===== src/scc_cfg.svh =====
// Purpose: constants of the sensor channel control and status register group
// Assumes: 100 MHz clock, 6-bit register index, 16-bit register data
// Notes: definitions only
`ifndef SCC_CFG_SVH
`define SCC_CFG_SVH

// register offsets
`define SCC_OFS_CHANNEL_CONTROL 6'h02
`define SCC_OFS_NO_OPERATION 6'h03
`define SCC_OFS_FAULT_GENERAL 6'h04
`define SCC_OFS_FAULT_LINES 6'h05

// reset values
`define SCC_RST_CHANNEL_CONTROL 16'h0442
`define SCC_RST_NO_OPERATION 16'h0002

// channel_control fields; channel n sits at n * CH_STRIDE
`define SCC_CTRL_REG_EN_BIT 10
`define SCC_CTRL_CH_STRIDE 5
`define SCC_CTRL_EN_BIT 0
`define SCC_CTRL_ALLOW_BIT 1
`define SCC_CTRL_TRIG_LSB 3
`define SCC_CTRL_RW_MASK 16'h077B

// sync trigger codes
`define SCC_TRIG_SHORT 2'h1
`define SCC_TRIG_LONG 2'h2

// fault_status_general positions
`define SCC_G_DONE_BIT 15
`define SCC_G_ABORT_BIT 14
`define SCC_G_ACTIVE_BIT 13
`define SCC_G_HOST_BIT 12
`define SCC_G_OTP_BIT 11
`define SCC_G_LOW_BIT 10
`define SCC_G_HIGH_BIT 9
`define SCC_G_CUTOFF_BIT 8
`define SCC_G_CH_STRIDE 4
`define SCC_G_TOUT_BIT 3
`define SCC_G_CONFLICT_BIT 2
`define SCC_G_LATE_BIT 1
`define SCC_G_SYNCLOW_BIT 0
`define SCC_G_ROC_MASK 16'hD4FF

// fault_status_lines positions; channel n sits at n * CH_STRIDE
`define SCC_L_CH_STRIDE 8
`define SCC_L_BATT_BIT 4
`define SCC_L_LOW_BIT 0
`define SCC_L_ROC_MASK 16'hF8F8
`define SCC_L_ENCLR_MASK 16'h0606
`define SCC_L_XTEST_MASK 16'h1111

// sync pin timeout
`define SCC_SYNC_TOUT_US 100
`define SCC_CLK_PERIOD_NS 10

`endif


===== src/scc_pkg.sv =====
// Purpose: types of the sensor channel control and status register group
// Assumes: two channels, index 0 is channel 1
// Notes: the whole block state is one packed struct
package scc_pkg;

  typedef struct packed {
    logic [15:0] ctrl;
    logic [15:0] gen;
    logic [15:0] lines;
    logic [1:0] xlow;
    logic [1:0] pend;
    logic [1:0][15:0] tcnt;
    logic [1:0] sreq;
    logic [1:0] slong;
    logic [1:0] sbuf;
    logic [15:0] rdata;
    logic rvalid;
    logic fsum;
    logic regon;
  } scc_state_t;

endpackage


===== src/scc_sensor_channel_control_status.sv =====
// Purpose: channel control, no-operation and two fault status registers
// Assumes: register access port is fed by the host-port frame logic,
//   one access per cycle, read data answered one cycle later
// Notes: index 0 of every two-bit vector is channel 1, index 1 channel 2
// Operation
// - channel control bit 10 enables the supply pre-regulator; resets to 1
// - channel 2 trigger bits 9:8: 01 short pulse, 10 long, others none
// - trigger field ignored, no pulse, while that channel's line is off
// - channel 1 trigger bits 4:3 same codes; acted on once per write
// - with upstream buffer in use, 01 and 10 equal; buffer sets length
// - allow bits 6 and 1 block pulses at 0, only in synchronous mode
// - enable bits 5 and 0 switch the sensor line off or on
// - no-operation write changes nothing; its read returns global status
// - both fault registers latch events and clear on read, listed exceptions
// - general bit 15 test done, 14 test aborted latched; 13 running live
// - general bit 12 set on any host-port fault
// - general bit 11 shows trimming checksum error live, unlatched
// - general bit 10 supply low latched; bit 9 supply high live
// - bit 8 latches on supply cutoff; cleared only by writing bit 10 to 0
// - sync pin held over 100 us in pin-driven pulse sets timeout flag
// - buffer write while buffer pending sets that channel's conflict flag
// - missing, delayed or weak sync pulse sets that channel's late flag
// - pulse amplitude low beyond filter time sets sync low flag
// - line register holds eight flags per channel, ch2 high byte
// - ground short and overheat flags clear only on line enable 0 write
// - during crosstest battery short and line low stay out of summary
// - line low bit live, but latched ground test result during crosstest
// - buffer pending stays 1 while data awaits sending, 0 once drained
`timescale 1ns/100ps
`include "scc_cfg.svh"
`default_nettype none

module scc_sensor_channel_control_status
  import scc_pkg::*;
#(
  parameter int unsigned SYNC_TOUT_CYCLES = (`SCC_SYNC_TOUT_US * 1000) / `SCC_CLK_PERIOD_NS
) (
  // clock and reset
  input wire logic clk_i,
  input wire logic rst_i,
  // register access
  input wire logic acc_wr_i,
  input wire logic acc_rd_i,
  input wire logic [5:0] acc_addr_i,
  input wire logic [15:0] acc_wdata_i,
  output logic [15:0] acc_rdata_o,
  output logic acc_rvalid_o,
  // channel mode
  input wire logic [1:0] sync_mode_i,
  input wire logic [1:0] use_buffer_i,
  input wire logic [1:0] sync_pin_source_i,
  input wire logic [1:0] sync_pin_i,
  // upstream buffer
  input wire logic [1:0] buffer_write_i,
  input wire logic [1:0] buffer_commit_i,
  input wire logic [1:0] buffer_drained_i,
  output logic [1:0] upstream_buffer_pending_o,
  // general fault events and levels
  input wire logic crosstest_done_i,
  input wire logic crosstest_aborted_i,
  input wire logic crosstest_active_i,
  input wire logic host_port_fault_i,
  input wire logic otp_crc_error_i,
  input wire logic supply_low_i,
  input wire logic supply_high_i,
  input wire logic supply_cutoff_i,
  input wire logic [1:0] sync_late_i,
  input wire logic [1:0] sync_low_i,
  // line fault events and levels
  input wire logic [15:0] line_fault_i,
  input wire logic [1:0] line_low_i,
  input wire logic [1:0] crosstest_ground_i,
  // control outputs
  output logic [1:0] line_enable_o,
  output logic supply_regulator_on_o,
  output logic [1:0] sync_request_o,
  output logic [1:0] sync_long_o,
  output logic [1:0] sync_len_from_buffer_o,
  output logic global_fault_summary_o
);

  localparam logic [15:0] TOUT_LAST = 16'(SYNC_TOUT_CYCLES - 1);

  scc_state_t s_reg;
  scc_state_t s_next;

  logic wr_ctrl;
  logic rd_gen;
  logic rd_lines;
  logic [15:0] gen_evt;
  logic [15:0] gen_view;
  logic [15:0] lines_view;
  logic [15:0] lines_clr;
  logic [1:0] tout_hit;

  assign wr_ctrl = acc_wr_i && (acc_addr_i == `SCC_OFS_CHANNEL_CONTROL);
  assign rd_gen = acc_rd_i && (acc_addr_i == `SCC_OFS_FAULT_GENERAL);
  assign rd_lines = acc_rd_i && (acc_addr_i == `SCC_OFS_FAULT_LINES);

  always_comb begin
    int ch;
    logic [1:0] code;
    logic [15:0] summ;
    ch = 0;
    s_next = s_reg;
    gen_evt = 16'h0000;
    lines_clr = 16'h0000;
    tout_hit = 2'b00;
    summ = 16'h0000;
    code = 2'b00;
    s_next.sreq = 2'b00;

    // live bits are merged only into the read view, never stored
    gen_view = s_reg.gen;
    gen_view[`SCC_G_ACTIVE_BIT] = crosstest_active_i;
    gen_view[`SCC_G_OTP_BIT] = otp_crc_error_i;
    gen_view[`SCC_G_HIGH_BIT] = supply_high_i;
    lines_view = s_reg.lines;

    gen_evt[`SCC_G_DONE_BIT] = crosstest_done_i;
    gen_evt[`SCC_G_ABORT_BIT] = crosstest_aborted_i;
    gen_evt[`SCC_G_HOST_BIT] = host_port_fault_i;
    gen_evt[`SCC_G_LOW_BIT] = supply_low_i;
    gen_evt[`SCC_G_CUTOFF_BIT] = supply_cutoff_i;

    for (ch = 0; ch < 2; ch++) begin
      // pin timeout counter runs only while a pin-driven pulse holds the pin
      if (sync_pin_source_i[ch] && sync_pin_i[ch]) begin
        if (s_reg.tcnt[ch] == TOUT_LAST) begin
          tout_hit[ch] = 1'b1;
        end else begin
          s_next.tcnt[ch] = s_reg.tcnt[ch] + 16'h0001;
        end
      end else begin
        s_next.tcnt[ch] = 16'h0000;
      end
      gen_evt[ch * `SCC_G_CH_STRIDE + `SCC_G_TOUT_BIT] = tout_hit[ch];
      gen_evt[ch * `SCC_G_CH_STRIDE + `SCC_G_CONFLICT_BIT] =
        buffer_write_i[ch] && s_reg.pend[ch];
      gen_evt[ch * `SCC_G_CH_STRIDE + `SCC_G_LATE_BIT] = sync_late_i[ch];
      gen_evt[ch * `SCC_G_CH_STRIDE + `SCC_G_SYNCLOW_BIT] = sync_low_i[ch];

      // pending: commit beats drain so a fresh load is never dropped
      if (buffer_commit_i[ch]) begin
        s_next.pend[ch] = 1'b1;
      end else if (buffer_drained_i[ch]) begin
        s_next.pend[ch] = 1'b0;
      end

      // line low: live, or the latched ground test result while testing
      lines_view[ch * `SCC_L_CH_STRIDE + `SCC_L_LOW_BIT] =
        crosstest_active_i ? s_reg.xlow[ch] : line_low_i[ch];
      if (rd_lines) begin
        s_next.xlow[ch] = 1'b0;
      end
      if (crosstest_ground_i[ch]) begin
        s_next.xlow[ch] = 1'b1;
      end

      // ground short and overheat clear on a write of line enable 0
      if (wr_ctrl &&
          !acc_wdata_i[ch * `SCC_CTRL_CH_STRIDE + `SCC_CTRL_EN_BIT]) begin
        lines_clr[ch * `SCC_L_CH_STRIDE +: `SCC_L_CH_STRIDE] =
          8'(`SCC_L_ENCLR_MASK >> (ch * `SCC_L_CH_STRIDE));
      end
    end

    // read clears latched bits; new events are ORed in after, so they win
    if (rd_gen) begin
      s_next.gen = s_reg.gen & ~`SCC_G_ROC_MASK;
    end
    if (wr_ctrl && !acc_wdata_i[`SCC_CTRL_REG_EN_BIT]) begin
      s_next.gen[`SCC_G_CUTOFF_BIT] = 1'b0;
    end
    s_next.gen = (s_next.gen | gen_evt) & (`SCC_G_ROC_MASK | 16'h0100);

    if (rd_lines) begin
      lines_clr = lines_clr | `SCC_L_ROC_MASK;
    end
    // low bits are live or held in xlow, so they are never stored here
    s_next.lines = ((s_reg.lines & ~lines_clr) | line_fault_i) &
      ~(`SCC_L_XTEST_MASK & 16'h0F0F);

    // channel control write and one-shot trigger evaluation
    if (wr_ctrl) begin
      s_next.ctrl = acc_wdata_i & `SCC_CTRL_RW_MASK;
      for (ch = 0; ch < 2; ch++) begin
        code = acc_wdata_i[ch * `SCC_CTRL_CH_STRIDE + `SCC_CTRL_TRIG_LSB +: 2];
        if (acc_wdata_i[ch * `SCC_CTRL_CH_STRIDE + `SCC_CTRL_EN_BIT] &&
            (code == `SCC_TRIG_SHORT || code == `SCC_TRIG_LONG) &&
            (!sync_mode_i[ch] ||
             acc_wdata_i[ch * `SCC_CTRL_CH_STRIDE + `SCC_CTRL_ALLOW_BIT])) begin
          s_next.sreq[ch] = 1'b1;
          s_next.sbuf[ch] = use_buffer_i[ch];
          s_next.slong[ch] = !use_buffer_i[ch] && (code == `SCC_TRIG_LONG);
        end
      end
    end

    // summary: battery short and line low held back during crosstest
    summ = lines_view;
    if (crosstest_active_i) begin
      summ = summ & ~`SCC_L_XTEST_MASK;
    end
    s_next.fsum = |summ;
    s_next.regon = s_reg.ctrl[`SCC_CTRL_REG_EN_BIT] &&
      !s_reg.gen[`SCC_G_CUTOFF_BIT];

    // read answer built from state before this cycle's clear
    s_next.rvalid = acc_rd_i;
    s_next.rdata = 16'h0000;
    if (acc_rd_i) begin
      if (acc_addr_i == `SCC_OFS_CHANNEL_CONTROL) begin
        s_next.rdata = s_reg.ctrl;
      end else if (acc_addr_i == `SCC_OFS_NO_OPERATION) begin
        s_next.rdata = {14'h0000, s_reg.fsum, |gen_view};
      end else if (acc_addr_i == `SCC_OFS_FAULT_GENERAL) begin
        s_next.rdata = gen_view;
      end else if (acc_addr_i == `SCC_OFS_FAULT_LINES) begin
        s_next.rdata = lines_view;
      end
    end

    if (rst_i) begin
      s_next = '0;
      s_next.ctrl = `SCC_RST_CHANNEL_CONTROL;
      s_next.regon = 1'b1;
    end
  end

  // a no-operation write has no decode here at all, so it cannot alter state
  always_ff @(posedge clk_i) begin
    s_reg <= s_next;
  end

  assign acc_rdata_o = s_reg.rdata;
  assign acc_rvalid_o = s_reg.rvalid;
  assign upstream_buffer_pending_o = s_reg.pend;
  assign line_enable_o = {s_reg.ctrl[`SCC_CTRL_CH_STRIDE + `SCC_CTRL_EN_BIT],
                          s_reg.ctrl[`SCC_CTRL_EN_BIT]};
  assign supply_regulator_on_o = s_reg.regon;
  assign sync_request_o = s_reg.sreq;
  assign sync_long_o = s_reg.slong;
  assign sync_len_from_buffer_o = s_reg.sbuf;
  assign global_fault_summary_o = s_reg.fsum;
endmodule // scc_sensor_channel_control_status

`default_nettype wire


===== config.mk =====
export PLATFORM = sky130hd
export DESIGN_NAME = scc_sensor_channel_control_status
export DESIGN_NICKNAME = d
export VERILOG_FILES = /design/src/scc_pkg.sv /design/src/scc_sensor_channel_control_status.sv
export VERILOG_INCLUDE_DIRS = /design/src
export SDC_FILE = /design/constraint.sdc
export NUM_CORES = 1
export LEC_CHECK = 0
export BUFFER_PORTS_ARGS = -buffer_cell sky130_fd_sc_hd__buf_2
export CORE_UTILIZATION = 23
export CTS_CLUSTER_DIAMETER = 200
export DETAILED_ROUTE_END_ITERATION = 8
export GPL_ROUTABILITY_DRIVEN = 0
export SYNTH_ARGS = -nofsm -noshare
export SYNTH_HDL_FRONTEND = slang
export SYNTH_SLANG_ARGS = --single-unit

===== constraint.sdc =====
create_clock -name clk_i -period 2.24 [get_ports clk_i]
set_input_delay 0.112 -clock clk_i [delete_from_list [all_inputs] [get_ports clk_i]]
set_output_delay 0.112 -clock clk_i [all_outputs]
set_load 0.01 [all_outputs]

==> flow_metrics.tcl <==
set metrics [dict create \
    synth_top_flop_cell "dfxtp_1" \
    post-route-util 0.288 \
    io_pins 101 \
    cp_slowest_stage_delay_ns 0.66 \
    synth_adder_area_share 0.0121 \
    core_area_sq_um 17400 \
    synthTopCellsByArea "dfxtp_1 (47%), nor2_1 (6.1%), buf_4 (4.9%), a21oi_1 (4.7%), xor2_1 (3.8%)" \
    ff2ff_path_depth 4 \
    synth-simple-area-share 0.222 \
    cts_tree "done" \
    std_cell_rows 48 \
    worstPathCellList "ha_1 > nand3_1 > or4_1 > and3_1" \
    synthArstFlopShare 0 \
    cp_slowest_cell "or4_1" \
    wl_per_cell_um 13.6 \
    critPathRequiredTime_ns 2.47 \
    cts-root-buf "clkbuf_16" \
    fp.dieW_um 136 \
    clock_path_buffers 2 \
    netlist_instances 469 \
    synth_top_cell_by_area "dfxtp_1" \
    clk_pin_slew_ns 0.07 \
    clk_latency_ns 0.34 \
    worst-path-stages 4 \
    die_area_sq_um 18500 \
    drive_gt1_frac 0.218 \
    track_usage 0.114 \
    maxCapViolCount 0 \
    grt_pass1_vias 3168 \
    grt_max_degree 25 \
    fmaxAchievable_ghz 0.579 \
    cts_buffers 9 \
    initial_core_util 0.237 \
    setup-tns-final_ns 0 \
    synth_top_family_by_area "simple AND/OR/NAND/NOR gates" \
    muxShareOfSynthArea 0.0225 \
    max-slew-margin-rel 0.599 \
    placement.io_buffers 91 \
    synth_top_area_frac 0.471 \
    skew_ns 0.00873 \
    diodes 0 \
    path_delay_family "simple AND/OR/NAND/NOR gates" \
    setup-violations-final 0 \
    synth_xor_area_frac 0.0425 \
    h-tree-depth 3 \
    grt_first_pass_wirelength_um 16100 \
    critPathArrivalTime_ns 1.96 \
    drc 0 \
    vias 3387 \
    hold_buffers 13 \
    vias_per_cell 4.42 \
    final_max_slew_viol_count 0 \
    synth_area_sq_um 4120 \
    synth_edf_count 0 \
    hold_viol 0 \
    cp-start-kind "flop" \
    ir_drop_mv 0.287 \
    overflow 0 \
    yosysWarnings 0 \
    cp_num_buf_inv 0 \
    worstMarginPinSlew_ns 0.601 \
    hp-class "in -> reg" \
    antenna_left 0 \
    drt_iter0_drc 195 \
    synth.distinct_cells 42 \
    cts_setup_buffers 0 \
    synth_seq_cells 97 \
    holdPathStages 3 \
    dp_hpwl_um 7850 \
    crit_path_end_kind "flop" \
    antenna_found_initial 0 \
    syn-num-nets 545 \
    outcome "finished clean" \
    fillers 1852 \
    cts-resized-gates 0 \
    synthTopCellsByCount "dfxtp_1 (97), nor2_1 (67), a21oi_1 (39)" \
    finalCritPeriodShare 0.771 \
    final_nets 613 \
    avgSynthCellArea_sq_um 8.79 \
    rsz0062_at_grt "no" \
    yosys.cell_count.top_type "dfxtp_1" \
    power_density_nw_per_um2 703 \
    largest_reg_flops 41 \
    die_y_um 136 \
    worstSetupPathType "reg -> reg" \
    wl_um 10400 \
    synth-compound-area-share 0.146 \
    ys_seq_area_frac 0.471 \
    total_leakage_power_nw 1.98 \
    dr.pass1.iters 4 \
    critPathMaxFanout 5 \
    synthToLayoutAreaGrowth_pct 21.5 \
    finalCriticalPeriod_ns 1.73 \
    cts_sinks 97 \
]
-- layout make-up --
class                      instances  area, sq um  area share
clock buffer                      12          256      0.0512
clock inverter                     4         35.0     0.00699
inverter                          12         45.0     0.00899
multi-input combinational        309         1840       0.366
sequential                        97         1940       0.388
tap                              225          282      0.0562
timing repair buffer             108          616       0.123
-- per-stage QoR --
step           power [W]  area [sq um]  instances  setup slack (ns)  hold WS, ns
2_1_floorplan    0.00194          4120        469             0.621        0.229
3_3_place_gp     0.00205          4590        738             0.505        0.317
3_5_place_dp     0.00205          4590        738             0.465        0.323
4_1_cts          0.00356          5010        767             0.504     0.000730
5_1_grt          0.00365          5010        767             0.414      0.00916
6_report         0.00352          5010        767             0.513      0.00418
-- layer usage --
layer / GRT usage / wire (um) / up-vias
met2: 0.189 / 4760 / 75
met4: 0.0383 / 161 / 0
li1: - / - / 1749
met3: 0.0235 / 507 / 11
met1: 0.146 / 4970 / 1552
met5: 0 / 0 / -
-- worst paths after layout --
kind | start | to | slack [ns]
worst max-delay path | s_reg[41] | s_reg[45] | 0.51
worst min-delay path | host_port_fault_i | gen_view[12] | 0.004
worst max register to register | s_reg[41] | s_reg[45] | 0.51
worst min register to register | s_reg[101] | s_reg[101] | 0.47
-- worst register-to-register path: stages, from the launching register on --
cell     delay, ns
dfxtp_1       0.38
ha_1          0.22
nand3_1       0.13
or4_1         0.66
and3_1        0.23
-- cells by family after synthesis --
logic type / Yosys count
AO/OA/AOI/OAI: 91
buffers and inverters: 63
AND/OR/NAND/NOR: 185
multiplexers: 9
XOR/XNOR: 20
adder cells (fa/ha/maj): 4
flip-flops: 97
-- cell usage in the layout (no fill, tap or decap), drive strengths merged, types with 3 or more instances in the layout --
cell	count
and4	4
a31oi	3
o21ai	14
a22oi	18
dfxtp	97
and3	8
or3	5
o2bb2ai	7
nor2	67
nor2b	7
nand2b	3
and2	4
nand2	31
clkinv	3
dlygate4sd3	13
or4	3
buf	95
nand3b	4
a211o	3
inv	13
xor2	18
nor3b	4
nand4	10
a21oi	39
ha	4
nor4	8
nand3	17
nor3	7
mux2i	7
clkbuf	12
-- where the power goes --
part           internal [W]  switching [W]  total, W
clock network      0.000825       0.000665   0.00149
registers           0.00177      0.0000381   0.00181
logic              0.000105       0.000120  0.000225
No activity file was read; power rests on OpenSTA's default activity.
